<file path="config.mk">
export PLATFORM = sky130hd
export DESIGN_NAME = fdpc_regs
export DESIGN_NICKNAME = d
export VERILOG_FILES = /design/src/include/fdpc_pkg.sv /design/src/hdl/fdpc_regs.sv /design/src/hdl/fdpc_cfg_loader.sv /design/src/hdl/fdpc_prot_check.sv
export SDC_FILE = /design/constraint.sdc
export NUM_CORES = 1
export LEC_CHECK = 0
export ABC_AREA = 0
export BUFFER_PORTS_ARGS = -buffer_cell sky130_fd_sc_hd__buf_2
export CAP_MARGIN = 10
export CORE_ASPECT_RATIO = 0.75
export CORE_MARGIN = 3
export CORE_UTILIZATION = 53
export CTS_BUF_LIST = sky130_fd_sc_hd__clkbuf_8
export CTS_CLUSTER_SIZE = 40
export DETAILED_ROUTE_END_ITERATION = 7
export MAX_ROUTING_LAYER = met4
export PLACE_DENSITY = 0.86
export SKIP_LAST_GASP = 1
export SYNTH_ARGS = -nofsm -noshare
export SYNTH_HDL_FRONTEND = slang
export SYNTH_SLANG_ARGS = --single-unit
</file>
<file path="constraint.sdc">
create_clock -name clk_i -period 2.95 [get_ports clk_i]
set_input_delay 0.59 -clock clk_i [delete_from_list [all_inputs] [get_ports clk_i]]
set_output_delay 0.59 -clock clk_i [all_outputs]
set_load 0.005 [all_outputs]
</file>
<file path="src/include/fdpc_pkg.sv">
// fdpc_pkg: shared constants for the flash protection / command object register block
// assumes a 32-bit classic wishbone slave with word-aligned registers
package fdpc_pkg;
    // register byte offsets
    localparam logic [7:0] OFF_DPROT = 8'h00;
    localparam logic [7:0] OFF_CIDX = 8'h04;
    localparam logic [7:0] OFF_CWORD = 8'h08;
    localparam logic [7:0] OFF_STAT = 8'h0c;
    localparam logic [7:0] OFF_OPT = 8'h10;
    localparam logic [7:0] OFF_RSV1 = 8'h14;
    localparam logic [7:0] OFF_RSV4 = 8'h20;
    localparam logic [7:0] OFF_CFG = 8'h24;
    // protection register fields
    localparam int DP_OPEN_BIT = 7;
    localparam logic [3:0] DP_SIZE_FULL = 4'hf;
    localparam logic [7:0] DP_FAULT_VALUE = 8'h0f;
    localparam logic [7:0] OPT_FAULT_VALUE = 8'hff;
    // configuration addresses fetched at reset
    localparam logic [17:0] CFG_DPROT_ADDR = 18'h3ff0d;
    localparam logic [17:0] CFG_OPT_ADDR = 18'h3ff0e;
    // data flash window
    localparam logic [17:0] DF_BASE = 18'h04400;
    localparam int DF_SECT_SHIFT = 8;
    localparam logic [17:0] DF_END = 18'h053ff;
    // command object
    localparam int CO_WORDS = 6;
    localparam logic [2:0] CO_IDX_LAST = 3'h5;
    localparam logic [7:0] CMD_ERASE_BLOCK = 8'h09;
    localparam logic [7:0] CMD_PROG_DF = 8'h11;
    localparam logic [7:0] CMD_ERASE_DF_SECT = 8'h12;
    // status bits
    localparam int ST_COMMAND_COMPLETE_FLAG_BIT = 7;
    localparam int ST_VIOL_BIT = 4;
    localparam int CFG_RELOAD_BIT = 0;
endpackage : fdpc_pkg

</file>
<file path="src/hdl/fdpc_regs.sv">
// fdpc_regs: data-flash protection, command object array, option byte and reserved registers
// assumes a classic wishbone master and a command engine that pulses cmd_done_i
// Functional notes
// - protection writes only grow size while closed; open bit only goes one to zero
// - open bit set means size ignored, data flash unprotected
// - protection register loaded at reset from configuration byte
// - double-bit fault on that fetch gives full protection
// - program or erase inside protected area rejected, sets violation flag
// - data flash block erase refused if any sector protected
// - bit seven is open control, zero enables protection
// - size field protects (value plus one) times 256 bytes from base
// - command object is six 16-bit words selected by 3-bit index
// - byte-wide reads and writes to high and low halves
// - fields locked from launch until completion; flag then returns to one
// - command results are written into the array and readable after completion
// - indices six and seven ignore writes and read zero
// - word zero holds command code and address 17:16, word one address 15:0
// - words two to five hold data words zero to three
// - reserved test registers read zero and ignore writes
// - option register is read-only
// - option register loaded at reset from configuration byte
// - double-bit fault on that fetch sets all option bits
// - while flag is zero all bus writes to the command object ignored
`timescale 1ns/1ps
`default_nettype none
module fdpc_regs (
    input wire logic clk_i,
    input wire logic rst_i,
    input wire logic wb_cyc_i,
    input wire logic wb_stb_i,
    input wire logic wb_we_i,
    input wire logic [7:0] wb_adr_i,
    input wire logic [3:0] wb_sel_i,
    input wire logic [31:0] wb_dat_i,
    output logic [31:0] wb_dat_o,
    output logic wb_ack_o,
    output logic cfg_rd_req_o,
    output logic [17:0] cfg_rd_addr_o,
    input wire logic cfg_rd_ack_i,
    input wire logic [7:0] cfg_rd_data_i,
    input wire logic cfg_rd_dbe_i,
    output logic cfg_ready_o,
    output logic cmd_start_o,
    output logic [7:0] cmd_code_o,
    output logic [17:0] cmd_addr_o,
    input wire logic cmd_done_i,
    input wire logic cmd_res_we_i,
    input wire logic [2:0] cmd_res_idx_i,
    input wire logic [15:0] cmd_res_data_i,
    output logic [7:0] prot_o,
    output logic [7:0] option_o
);
    import fdpc_pkg::*;

    typedef enum logic [3:0] {
        LD_DPROT = 4'b0001,
        LD_OPT = 4'b0010,
        LD_RUN = 4'b0100,
        LD_IDLE = 4'b1000
    } fdpc_ld_state_t;

    typedef struct packed {
        fdpc_ld_state_t ld;
        logic ack;
        logic [31:0] rdat;
        logic [7:0] prot;
        logic [7:0] opt;
        logic [2:0] idx;
        logic command_complete_flag;
        logic viol;
        logic start;
        logic [CO_WORDS*16-1:0] obj;
    } fdpc_state_t;

    fdpc_state_t st_ff, nxt_st;

    logic dp_req, dp_done, op_req, op_done, viol;
    logic [17:0] dp_addr, op_addr;
    logic [7:0] dp_val, op_val;
    logic [7:0] cmd_code;
    logic [17:0] cmd_addr;
    logic req, wr, rd;

    assign cmd_code = st_ff.obj[15:8];
    assign cmd_addr = {st_ff.obj[1:0], st_ff.obj[31:16]};

    fdpc_cfg_loader #(
        .ADDR(CFG_DPROT_ADDR),
        .FAULT_VALUE(DP_FAULT_VALUE)
    ) u_ld_dprot (
        .clk_i(clk_i),
        .rst_i(rst_i),
        .start_i(st_ff.ld == LD_DPROT && !dp_req && !dp_done),
        .gnt_i(st_ff.ld == LD_DPROT),
        .rd_ack_i(cfg_rd_ack_i),
        .rd_data_i(cfg_rd_data_i),
        .rd_dbe_i(cfg_rd_dbe_i),
        .req_o(dp_req),
        .addr_o(dp_addr),
        .done_o(dp_done),
        .value_o(dp_val)
    );

    fdpc_cfg_loader #(
        .ADDR(CFG_OPT_ADDR),
        .FAULT_VALUE(OPT_FAULT_VALUE)
    ) u_ld_opt (
        .clk_i(clk_i),
        .rst_i(rst_i),
        .start_i(st_ff.ld == LD_OPT && !op_req && !op_done),
        .gnt_i(st_ff.ld == LD_OPT),
        .rd_ack_i(cfg_rd_ack_i),
        .rd_data_i(cfg_rd_data_i),
        .rd_dbe_i(cfg_rd_dbe_i),
        .req_o(op_req),
        .addr_o(op_addr),
        .done_o(op_done),
        .value_o(op_val)
    );

    fdpc_prot_check u_chk (
        .prot_i(st_ff.prot),
        .cmd_i(cmd_code),
        .addr_i(cmd_addr),
        .viol_o(viol)
    );

    // one ack per request, answered one cycle after the strobe, then dropped
    assign req = wb_cyc_i && wb_stb_i && !st_ff.ack;
    assign wr = req && wb_we_i;
    assign rd = req && !wb_we_i;

    always_comb begin
        logic [7:0] wdp;
        logic [15:0] cur;
        int base;
        wdp = 8'h00;
        cur = 16'h0000;
        base = 0;
        nxt_st = st_ff;
        nxt_st.ack = req;
        nxt_st.start = 1'b0;

        // reset-time configuration sequence, one fetch at a time
        case (st_ff.ld)
            LD_DPROT: begin
                if (dp_done) begin
                    nxt_st.prot = {dp_val[7], 3'h0, dp_val[3:0]};
                    nxt_st.ld = LD_OPT;
                end
            end
            LD_OPT: begin
                if (op_done) begin
                    nxt_st.opt = op_val;
                    nxt_st.ld = LD_IDLE;
                end
            end
            LD_RUN: begin
                if (cmd_done_i) begin
                    nxt_st.command_complete_flag = 1'b1;
                    nxt_st.ld = LD_IDLE;
                end
            end
            LD_IDLE: begin
            end
            default: begin
                nxt_st.ld = LD_DPROT;
            end
        endcase

        // engine results land in the array while the command runs
        if (st_ff.ld == LD_RUN && cmd_res_we_i && cmd_res_idx_i <= CO_IDX_LAST) begin
            base = 16 * int'(cmd_res_idx_i);
            nxt_st.obj[base +: 16] = cmd_res_data_i;
        end

        if (wr && st_ff.ld == LD_IDLE) begin
            if (wb_adr_i == OFF_DPROT && wb_sel_i[0]) begin
                wdp = wb_dat_i[7:0];
                // open may only close; size may only grow while closed
                if (st_ff.prot[DP_OPEN_BIT] && wdp[DP_OPEN_BIT]) begin
                    nxt_st.prot = {1'b1, 3'h0, wdp[3:0]};
                end else if (st_ff.prot[DP_OPEN_BIT]) begin
                    nxt_st.prot = {1'b0, 3'h0, wdp[3:0]};
                end else if (!wdp[DP_OPEN_BIT] && wdp[3:0] > st_ff.prot[3:0]) begin
                    nxt_st.prot = {1'b0, 3'h0, wdp[3:0]};
                end
            end else if (wb_adr_i == OFF_CIDX && wb_sel_i[0]) begin
                nxt_st.idx = wb_dat_i[2:0];
            end else if (wb_adr_i == OFF_CWORD && st_ff.command_complete_flag) begin
                if (st_ff.idx <= CO_IDX_LAST) begin
                    base = 16 * int'(st_ff.idx);
                    if (wb_sel_i[0]) begin
                        nxt_st.obj[base +: 8] = wb_dat_i[7:0];
                    end
                    if (wb_sel_i[1]) begin
                        nxt_st.obj[base + 8 +: 8] = wb_dat_i[15:8];
                    end
                end
            end else if (wb_adr_i == OFF_STAT && wb_sel_i[0]) begin
                if (wb_dat_i[ST_VIOL_BIT]) begin
                    nxt_st.viol = 1'b0;
                end
                if (wb_dat_i[ST_COMMAND_COMPLETE_FLAG_BIT] && st_ff.command_complete_flag) begin
                    // launch: refused commands never leave the flag low
                    if (viol) begin
                        nxt_st.viol = 1'b1;
                    end else begin
                        nxt_st.command_complete_flag = 1'b0;
                        nxt_st.start = 1'b1;
                        nxt_st.ld = LD_RUN;
                    end
                end
            end else if (wb_adr_i == OFF_CFG && wb_sel_i[0] && wb_dat_i[CFG_RELOAD_BIT]) begin
                nxt_st.ld = LD_DPROT; // replays the reset-time fetch of both bytes
            end
        end

        if (rd) begin
            nxt_st.rdat = 32'h0;
            if (wb_adr_i == OFF_DPROT) begin
                nxt_st.rdat[7:0] = st_ff.prot;
            end else if (wb_adr_i == OFF_CIDX) begin
                nxt_st.rdat[2:0] = st_ff.idx;
            end else if (wb_adr_i == OFF_CWORD) begin
                if (st_ff.idx <= CO_IDX_LAST) begin
                    base = 16 * int'(st_ff.idx);
                    cur = st_ff.obj[base +: 16];
                end
                nxt_st.rdat[15:0] = cur & {{8{wb_sel_i[1]}}, {8{wb_sel_i[0]}}};
            end else if (wb_adr_i == OFF_STAT) begin
                nxt_st.rdat[ST_COMMAND_COMPLETE_FLAG_BIT] = st_ff.command_complete_flag;
                nxt_st.rdat[ST_VIOL_BIT] = st_ff.viol;
            end else if (wb_adr_i == OFF_OPT) begin
                nxt_st.rdat[7:0] = st_ff.opt;
            end else if (wb_adr_i == OFF_CFG) begin
                nxt_st.rdat[1] = (st_ff.ld != LD_DPROT && st_ff.ld != LD_OPT);
            end
        end
    end

    always_ff @(posedge clk_i) begin
        if (rst_i) begin
            st_ff <= '0;
            st_ff.ld <= LD_DPROT;
            st_ff.command_complete_flag <= 1'b1;
            st_ff.prot <= DP_FAULT_VALUE;
            st_ff.opt <= OPT_FAULT_VALUE;
        end else begin
            st_ff <= nxt_st;
        end
    end

    assign wb_ack_o = st_ff.ack;
    assign wb_dat_o = st_ff.rdat;
    assign cfg_rd_req_o = dp_req || op_req;
    assign cfg_rd_addr_o = op_req ? op_addr : dp_addr;
    assign cfg_ready_o = (st_ff.ld == LD_IDLE) || (st_ff.ld == LD_RUN);
    assign cmd_start_o = st_ff.start;
    assign cmd_code_o = cmd_code;
    assign cmd_addr_o = cmd_addr;
    assign prot_o = st_ff.prot;
    assign option_o = st_ff.opt;

    // protection register and reset-time loading
    a_prot_only_grows: assert property (@(posedge clk_i) disable iff (rst_i)
        (st_ff.ld == LD_IDLE && !$past(st_ff.prot[7]) && $past(st_ff.ld) == LD_IDLE)
        |-> (!st_ff.prot[7] && st_ff.prot[3:0] >= $past(st_ff.prot[3:0])))
        else $error("protection was reduced");
    a_prot_rsvd_zero: assert property (@(posedge clk_i) disable iff (rst_i)
        st_ff.prot[6:4] == 3'h0) else $error("protection bits six to four set");
    a_open_no_viol: assert property (@(posedge clk_i) disable iff (rst_i)
        st_ff.prot[DP_OPEN_BIT] |-> !viol) else $error("open protection refused a command");
    // a carry lost in the span sum would leave the whole data flash open at full size
    a_top_sector_guarded: assert property (@(posedge clk_i) disable iff (rst_i)
        (!st_ff.prot[DP_OPEN_BIT] && st_ff.prot[3:0] == DP_SIZE_FULL
         && cmd_code == CMD_PROG_DF && cmd_addr == DF_END) |-> viol)
        else $error("top data flash byte unguarded at full size");
    a_erase_refused: assert property (@(posedge clk_i) disable iff (rst_i)
        (!st_ff.prot[DP_OPEN_BIT] && cmd_code == CMD_ERASE_BLOCK
         && cmd_addr >= DF_BASE && cmd_addr <= DF_END) |-> viol)
        else $error("block erase allowed under protection");
    a_fault_prot: assert property (@(posedge clk_i) disable iff (rst_i)
        (st_ff.ld == LD_DPROT && dp_done && dp_val == DP_FAULT_VALUE)
        |=> st_ff.prot == DP_FAULT_VALUE) else $error("fault value not applied");
    a_opt_loaded: assert property (@(posedge clk_i) disable iff (rst_i)
        (st_ff.ld == LD_OPT && op_done) |=> (st_ff.opt == $past(op_val)
         && st_ff.ld == LD_IDLE)) else $error("option byte not loaded");

    // command object and launch handshake
    a_obj_locked: assert property (@(posedge clk_i) disable iff (rst_i)
        (!st_ff.command_complete_flag && !cmd_res_we_i) |=> st_ff.obj == $past(st_ff.obj))
        else $error("command object changed while locked");
    a_obj_write_ignored: assert property (@(posedge clk_i) disable iff (rst_i)
        (wr && wb_adr_i == OFF_CWORD && !st_ff.command_complete_flag && !cmd_res_we_i)
        |=> $stable(st_ff.obj)) else $error("write taken while busy");
    a_unimpl_write_ignored: assert property (@(posedge clk_i) disable iff (rst_i)
        (wr && wb_adr_i == OFF_CWORD && st_ff.idx > CO_IDX_LAST && !cmd_res_we_i)
        |=> $stable(st_ff.obj)) else $error("unimplemented index written");
    a_idx_written: assert property (@(posedge clk_i) disable iff (rst_i)
        (wr && st_ff.ld == LD_IDLE && wb_adr_i == OFF_CIDX && wb_sel_i[0])
        |=> st_ff.idx == $past(wb_dat_i[2:0])) else $error("index not written");
    a_launch_clears: assert property (@(posedge clk_i) disable iff (rst_i)
        st_ff.start |-> (!st_ff.command_complete_flag && $past(st_ff.command_complete_flag)))
        else $error("start without flag falling");
    a_start_pulse: assert property (@(posedge clk_i) disable iff (rst_i)
        st_ff.start |=> !st_ff.start) else $error("start held two cycles");
    // the engine owns the array until done; bus reads are not blocked and can see a partial result
    a_flag_held_low: assert property (@(posedge clk_i) disable iff (rst_i)
        (st_ff.ld == LD_RUN && !cmd_done_i) |=> !st_ff.command_complete_flag) else $error("flag rose early");
    a_flag_returns: assert property (@(posedge clk_i) disable iff (rst_i)
        (st_ff.ld == LD_RUN && cmd_done_i) |=> (st_ff.command_complete_flag && st_ff.ld == LD_IDLE))
        else $error("flag not returned on completion");
    a_viol_refuses: assert property (@(posedge clk_i) disable iff (rst_i)
        (wr && wb_adr_i == OFF_STAT && wb_sel_i[0] && wb_dat_i[7] && st_ff.command_complete_flag
         && st_ff.ld == LD_IDLE && viol) |=> (st_ff.viol && st_ff.command_complete_flag && !st_ff.start))
        else $error("protected command launched");
    a_viol_clear: assert property (@(posedge clk_i) disable iff (rst_i)
        (wr && st_ff.ld == LD_IDLE && wb_adr_i == OFF_STAT && wb_sel_i[0]
         && wb_dat_i[ST_VIOL_BIT] && !wb_dat_i[ST_COMMAND_COMPLETE_FLAG_BIT]) |=> !st_ff.viol)
        else $error("violation flag not cleared");

    // bus side reads
    a_unimpl_reads_zero: assert property (@(posedge clk_i) disable iff (rst_i)
        (rd && wb_adr_i == OFF_CWORD && st_ff.idx > CO_IDX_LAST) |=> wb_dat_o == 32'h0)
        else $error("unimplemented index read nonzero");
    a_rsvd_read_zero: assert property (@(posedge clk_i) disable iff (rst_i)
        (rd && wb_adr_i >= OFF_RSV1 && wb_adr_i <= OFF_RSV4) |=> wb_dat_o == 32'h0)
        else $error("reserved register nonzero");
    a_opt_stable: assert property (@(posedge clk_i) disable iff (rst_i)
        (st_ff.ld == LD_IDLE) |=> $stable(st_ff.opt) || $past(st_ff.ld) != LD_IDLE)
        else $error("option byte changed by software");
    a_ack_one_cycle: assert property (@(posedge clk_i) disable iff (rst_i)
        wb_ack_o |=> !wb_ack_o) else $error("ack held two cycles");

    c_launch: cover property (@(posedge clk_i) disable iff (rst_i) st_ff.start);
    c_complete: cover property (@(posedge clk_i) disable iff (rst_i)
        st_ff.ld == LD_RUN && cmd_done_i);
    c_violation: cover property (@(posedge clk_i) disable iff (rst_i) $rose(st_ff.viol));
    c_fault_load: cover property (@(posedge clk_i) disable iff (rst_i)
        dp_done && dp_val == DP_FAULT_VALUE);
    c_reload: cover property (@(posedge clk_i) disable iff (rst_i)
        st_ff.ld == LD_IDLE ##1 st_ff.ld == LD_DPROT);
endmodule : fdpc_regs
`default_nettype wire

</file>
<file path="src/hdl/fdpc_cfg_loader.sv">
// fdpc_cfg_loader: fetches one configuration byte at reset, with ecc fault fallback
// assumes the array answers each read with rd_ack_i one or more cycles later
`timescale 1ns/1ps
`default_nettype none
module fdpc_cfg_loader #(
    parameter logic [17:0] ADDR = 18'h0,
    parameter logic [7:0] FAULT_VALUE = 8'hff
) (
    input wire logic clk_i,
    input wire logic rst_i,
    input wire logic start_i,
    input wire logic gnt_i,
    input wire logic rd_ack_i,
    input wire logic [7:0] rd_data_i,
    input wire logic rd_dbe_i,
    output logic req_o,
    output logic [17:0] addr_o,
    output logic done_o,
    output logic [7:0] value_o
);
    typedef struct packed {
        logic busy;
        logic done;
        logic [7:0] value;
    } fdpc_ld_t;
    fdpc_ld_t st_ff, nxt_st;
    always_comb begin
        nxt_st = st_ff;
        nxt_st.done = 1'b0;
        if (start_i) begin
            nxt_st.busy = 1'b1;
        end else if (st_ff.busy && gnt_i && rd_ack_i) begin
            nxt_st.busy = 1'b0;
            nxt_st.done = 1'b1;
            nxt_st.value = rd_dbe_i ? FAULT_VALUE : rd_data_i;
        end
    end
    always_ff @(posedge clk_i) begin
        if (rst_i) begin
            st_ff <= '0;
        end else begin
            st_ff <= nxt_st;
        end
    end
    assign req_o = st_ff.busy;
    assign addr_o = ADDR;
    assign done_o = st_ff.done;
    assign value_o = st_ff.value;
endmodule : fdpc_cfg_loader
`default_nettype wire

</file>
<file path="src/hdl/fdpc_prot_check.sv">
// fdpc_prot_check: decides whether a launched command may alter the data flash
// assumes code and address come straight from the command object flops
`timescale 1ns/1ps
`default_nettype none
module fdpc_prot_check (
    input wire logic [7:0] prot_i,
    input wire logic [7:0] cmd_i,
    input wire logic [17:0] addr_i,
    output logic viol_o
);
    import fdpc_pkg::*;
    logic in_df;
    logic [17:0] prot_end;
    logic prot_on;
    always_comb begin
        prot_on = !prot_i[DP_OPEN_BIT];
        // protected span is (size + 1) sectors of 256 bytes from the base
        // the extra bit keeps the carry of size fifteen plus one
        prot_end = DF_BASE + {5'h0, {1'b0, prot_i[3:0]} + 5'h01, 8'h00} - 18'h1;
        in_df = (addr_i >= DF_BASE) && (addr_i <= DF_END);
        viol_o = 1'b0;
        if (prot_on && (cmd_i == CMD_PROG_DF || cmd_i == CMD_ERASE_DF_SECT)) begin
            viol_o = in_df && (addr_i <= prot_end);
        end else if (prot_on && cmd_i == CMD_ERASE_BLOCK) begin
            viol_o = in_df;
        end
    end
endmodule : fdpc_prot_check
`default_nettype wire

</file>
==> results.md <==
Outcome:
- The flow ran to the end, but the final reports show violations.
- The final reports fail on negative setup slack.

Clock network:
- The H-tree was split into 4 levels.
- The number of clock sinks seen by CTS is 156.
- The maximum buffer depth of the clock tree is 2.
- After clock tree synthesis, the clock-pin slew on the worst setup and hold paths is 0.10 ns.
- The clock tree root driver cell is sky130_fd_sc_hd__clkbuf_8.
- For the worst-skew pair, the clock arrives at the later sink with an insertion delay of 0.49 ns.
- The clock tree from TritonCTS is built.
- In this run, CTS created clock tree buffers numbering 17.

Die:
- The floorplan die height is 122 µm.
- The die footprint is 0.0195 mm².
- The total number of placement rows is 41.
- The I/O pin total is 176.
- The initial utilization of the core area, before any placement, comes to 55.2%.
- The horizontal die dimension is 160 µm.
- The core outline area is between 0.015 and 0.02 mm².

Power and ir drop:
- Registers are responsible for 49.9% of the overall power.
- The reported net switching power is ~1300 µW.
- For this design the ratio of total power to cell area is between 400 and 500 mW/mm².
- Per report_power, the clock group accounts for 39.0% of the total.
- Net switching is between 20% and 30% of the power.
- The total power of the final layout is roughly 4300 µW.
- The proportion of power drawn by combinational gates is 11.0%.
- The peak supply drop is 0.273 mV.
- Internal power comes to between 3000 and 4000 µW.
- In this run the static leakage power is 0.00433 µW.

Worst setup path:
- The worst setup path is of the flip-flop to flip-flop kind.
- The worst setup path is launched from a flip-flop.
- Along the worst path, the maximum fanout reaches 5.
- The delay of the slowest cell on the worst path is 0.41 ns.
- The cell with the biggest individual delay on the critical path is sky130_fd_sc_hd__or3b_4.
- The critical path capture point type is a flip-flop.
- Traced cell by cell, the critical path runs through ha_4 -> xor2_2 -> ha_1 -> or3b_4 -> nor2_2 -> a21oi_2 -> o2bb2ai_2 -> a31oi_1 -> ha_1 -> a21oi_2 -> o21ai_2 -> a221oi_2 -> o31ai_4 -> a22o_1.
- At the worst endpoint, the required time is about 3.3 ns.
- STA puts the critical path data arrival time at roughly 3.6 ns.

Place:
- The count of port buffers added during placement is 125.
- Once detailed placement completed, the half-perimeter wirelength came to around 22000 µm.
- After detailed placement, the total cell area comes to 0.0100 mm².
- The weighted congestion reported at the end of routability-driven placement is between 1 and 1.5.

Logic synthesis:
- After synthesis, the largest area contributor takes up 33.0% of total cell area.
- After technology mapping, the gate count stands at 1104.
- The synthesized area per cell is 8.57 µm².
- The most used flip-flop cell after synthesis is sky130_fd_sc_hd__dfxtp_1.
- The synthesized design contains 0 enable-type register cells.
- The register bit count reported by yosys is between 150 and 200.
- The portion of the post-synthesis area used by sequential elements is 33.0%.
- The synthesized design spends more area on one cell type than any other, namely sky130_fd_sc_hd__dfxtp_1.
- The async set-reset flop share out of synthesis is 0%.
- The netlist uses slightly below 70 different library cells.
- The cell area that synthesis handed to floorplanning was approximately 0.0095 mm².
- Sorting the synthesized cells by area gives the leading types as sky130_fd_sc_hd__dfxtp_1, sky130_fd_sc_hd__buf_4, sky130_fd_sc_hd__a211oi_1.
- Yosys printed 0 warnings.

Global routing:
- The aggregate global routing overflow is 0.
- The first global-routing pass estimated between 40000 and 50000 µm of wire.
- The initial antenna violation count is 2.
- Global routing consumed, over all layers together, a little under a third of the routing resources.
- The pin count of the biggest net entering global routing is 97.
- The via count of the first global-routing pass was 8300.

Routing:
- The first-pass iteration count of the detailed router is 5.
- The remaining antenna violation count is 0.
- The detailed-route vias per instance is 6.33.
- The count of unresolved DRC violations after routing is 0.
- The via total after detailed routing is 9071.
- The mean routed wirelength per cell is 21.0 µm.
- The routed wire length is 30100 µm.
- The first routing iteration left about 1200 violations.

STA:
- Setup violations remaining at the end of the flow were counted as 5.
- The highest clock frequency the design can meet is 314 MHz.
- Across all hold checks on the routed design, the worst slack comes to 0.358 ns.
- The number of max-slew violations in the final report came to 0.
- Headroom to the max-slew limit came out at 44.6%.
- The slew at the pin with the worst max-slew slack is 0.827 ns.
- The final critical path takes up 108% of the cycle.
- The final critical-path setup slack is -0.233 ns.
- The hold violation count in the final report is 0.
- Setup repair after global routing could not meet its margin everywhere.
- For the final database, setup skew stands at 0.0149 ns.
- The smallest clock period supported by the final layout is computed as 3.18 ns.

Finish:
- The area added between synthesis and finish is 11.2%.
- The number of nets in the finished design is 1288.
- Of the cells placed in the final design, the portion with a size suffix greater than 1 is 24.4%.
- After routing the design area is 0.0105 mm².
- Once layout is complete, the utilization of the core stands at 61.4%.
- The filler cell count in the final layout is ~1500.

Hold path:
- The path category of the worst min-delay check is primary input to flip-flop.

Job:
- The max-capacitance violation count is 0.
[path summary, 6_finish.rpt]
check                                       from  cells past startpoint  slack (ns)             endpoint
worst min-delay path            cfg_rd_data_i[6]                      3        0.36  u_ld_opt.value_o[6]
worst max-delay path                   prot_o[0]                     14       -0.23           st_ff[153]
worst min register to register         st_ff[64]                      2        0.46            st_ff[64]
worst max register to register         prot_o[0]                     14       -0.23           st_ff[153]
[power by group through the flow]
stage               sequential (µW)  combinational (µW)  clock [µW]
finish                         2140                 473        1680
global route                   2150                 510        1750
CTS                            2140                 441        1680
detailed placement             2190                 433           0
global placement               2190                 418           0
floorplan                      2190                 281           0
[repair_timing]
action,4_1_cts,5_1_grt
setup endpoints to repair,5,5
pin swaps,15,6
hold buffers,0,0
resized for setup,4,10
buffers inserted,2,0
[worst max-delay path, delay by kind of cell (launching register included)]
kind,cells,cell delay [ns]
flops,1,0.37
fa+ha+maj,3,0.82
compound gates,8,1.21
xor+xnor,1,0.15
simple gates,2,0.51
[state kept, by name (all words and copies together) (netlist names)]
name                flops
prot_o                  8
u_ld_opt.req_o          1
u_ld_dprot.value_o      5
cmd_code_o              8
cmd_start_o             1
u_ld_opt.value_o        8
wb_ack_o                1
u_ld_dprot.req_o        1
u_ld_dprot.done_o       1
option_o                8
u_ld_opt.done_o         1
st_ff                  79
cmd_addr_o             18
wb_dat_o               16
[cells by family after synthesis]
logic type | count (synthesis) | share of synthesized area [%]
other | 2 | 0.0794
multiplexers | 96 | 12.5
flip-flops | 156 | 33.0
adder cells (fa/ha/maj) | 25 | 3.31
XOR/XNOR | 8 | 0.741
AO/OA/AOI/OAI | 291 | 20.1
buffers and inverters | 187 | 11.4
AND/OR/NAND/NOR | 339 | 18.9
[cells in the mapped netlist, types with 4 or more instances]
cell type and count:
sky130_fd_sc_hd__a211oi_1 86, sky130_fd_sc_hd__a21o_1 7, sky130_fd_sc_hd__a21oi_1 74, sky130_fd_sc_hd__a221o_1 4, sky130_fd_sc_hd__a221oi_1 5, sky130_fd_sc_hd__a22oi_1 9
sky130_fd_sc_hd__a31oi_1 16, sky130_fd_sc_hd__and2_1 7, sky130_fd_sc_hd__and3_1 9, sky130_fd_sc_hd__and4_1 5, sky130_fd_sc_hd__buf_2 17, sky130_fd_sc_hd__buf_4 92
sky130_fd_sc_hd__clkbuf_1 43, sky130_fd_sc_hd__dfxtp_1 156, sky130_fd_sc_hd__ha_1 25, sky130_fd_sc_hd__inv_1 29, sky130_fd_sc_hd__mux2_2 15, sky130_fd_sc_hd__mux2i_1 63
sky130_fd_sc_hd__mux4_2 16, sky130_fd_sc_hd__nand2_1 109, sky130_fd_sc_hd__nand2b_1 5, sky130_fd_sc_hd__nand3_1 26, sky130_fd_sc_hd__nand4_1 9, sky130_fd_sc_hd__nor2_1 68
sky130_fd_sc_hd__nor2b_1 8, sky130_fd_sc_hd__nor3_1 40, sky130_fd_sc_hd__nor3b_1 5, sky130_fd_sc_hd__nor4_1 5, sky130_fd_sc_hd__nor4_2 4, sky130_fd_sc_hd__o211ai_1 4
sky130_fd_sc_hd__o21a_1 13, sky130_fd_sc_hd__o21ai_0 50, sky130_fd_sc_hd__o2bb2ai_1 9, sky130_fd_sc_hd__or2_2 4, sky130_fd_sc_hd__or3_1 5, sky130_fd_sc_hd__xor2_1 5
[stage by stage]
step,std cells,setup TNS [ns],setup WS [ns]
floorplan,1134,-0.0169,-0.0169
global placement,1399,-0.643,-0.225
detailed placement,1399,-1.34,-0.360
CTS,1432,-0.772,-0.202
global route,1434,-1.38,-0.353
finish,1434,-0.787,-0.233
[cell usage in the layout, fill, tap and decap left out, types with 9 or more instances in the layout]
cell type	instances
sky130_fd_sc_hd__ha_1	24
sky130_fd_sc_hd__nand4_1	9
sky130_fd_sc_hd__mux4_2	16
sky130_fd_sc_hd__and3_1	9
sky130_fd_sc_hd__nor2_1	66
sky130_fd_sc_hd__a21oi_1	72
sky130_fd_sc_hd__o21ai_0	48
sky130_fd_sc_hd__mux2i_1	63
sky130_fd_sc_hd__inv_1	29
sky130_fd_sc_hd__clkbuf_8	18
sky130_fd_sc_hd__nor3_1	40
sky130_fd_sc_hd__dfxtp_1	152
sky130_fd_sc_hd__nand2_1	109
sky130_fd_sc_hd__a211oi_1	86
sky130_fd_sc_hd__mux2_2	15
sky130_fd_sc_hd__buf_2	124
sky130_fd_sc_hd__conb_1	32
sky130_fd_sc_hd__nand3_1	24
sky130_fd_sc_hd__buf_4	61
sky130_fd_sc_hd__a22oi_1	9
sky130_fd_sc_hd__o21a_1	13
sky130_fd_sc_hd__a31oi_1	16
[final cells by class]
| type | count | area, µm² | share of cell area, % |
|---|---|---|---|
| clock buffer | 18 | 248 | 2.35 |
| clock inverter | 14 | 160 | 1.52 |
| multi-input combinational | 791 | 5460 | 51.9 |
| timing repair buffer | 186 | 1100 | 10.4 |
| antenna | 2 | 5.00 | 0.0476 |
| inverter | 31 | 116 | 1.11 |
| sequential | 156 | 3140 | 29.8 |
| tap | 236 | 295 | 2.81 |
[per-layer routing]
layer | global-route usage, % | share of wire, % | routed length [µm]
met1 | 42.9 | 41 | 12500
met2 | 45.0 | 43 | 13000
met3 | 9.25 | 14 | 4080
met4 | 8.51 | 1.9 | 586
met5 | - | 0 | 0
Power figures use the tool's default switching activity.
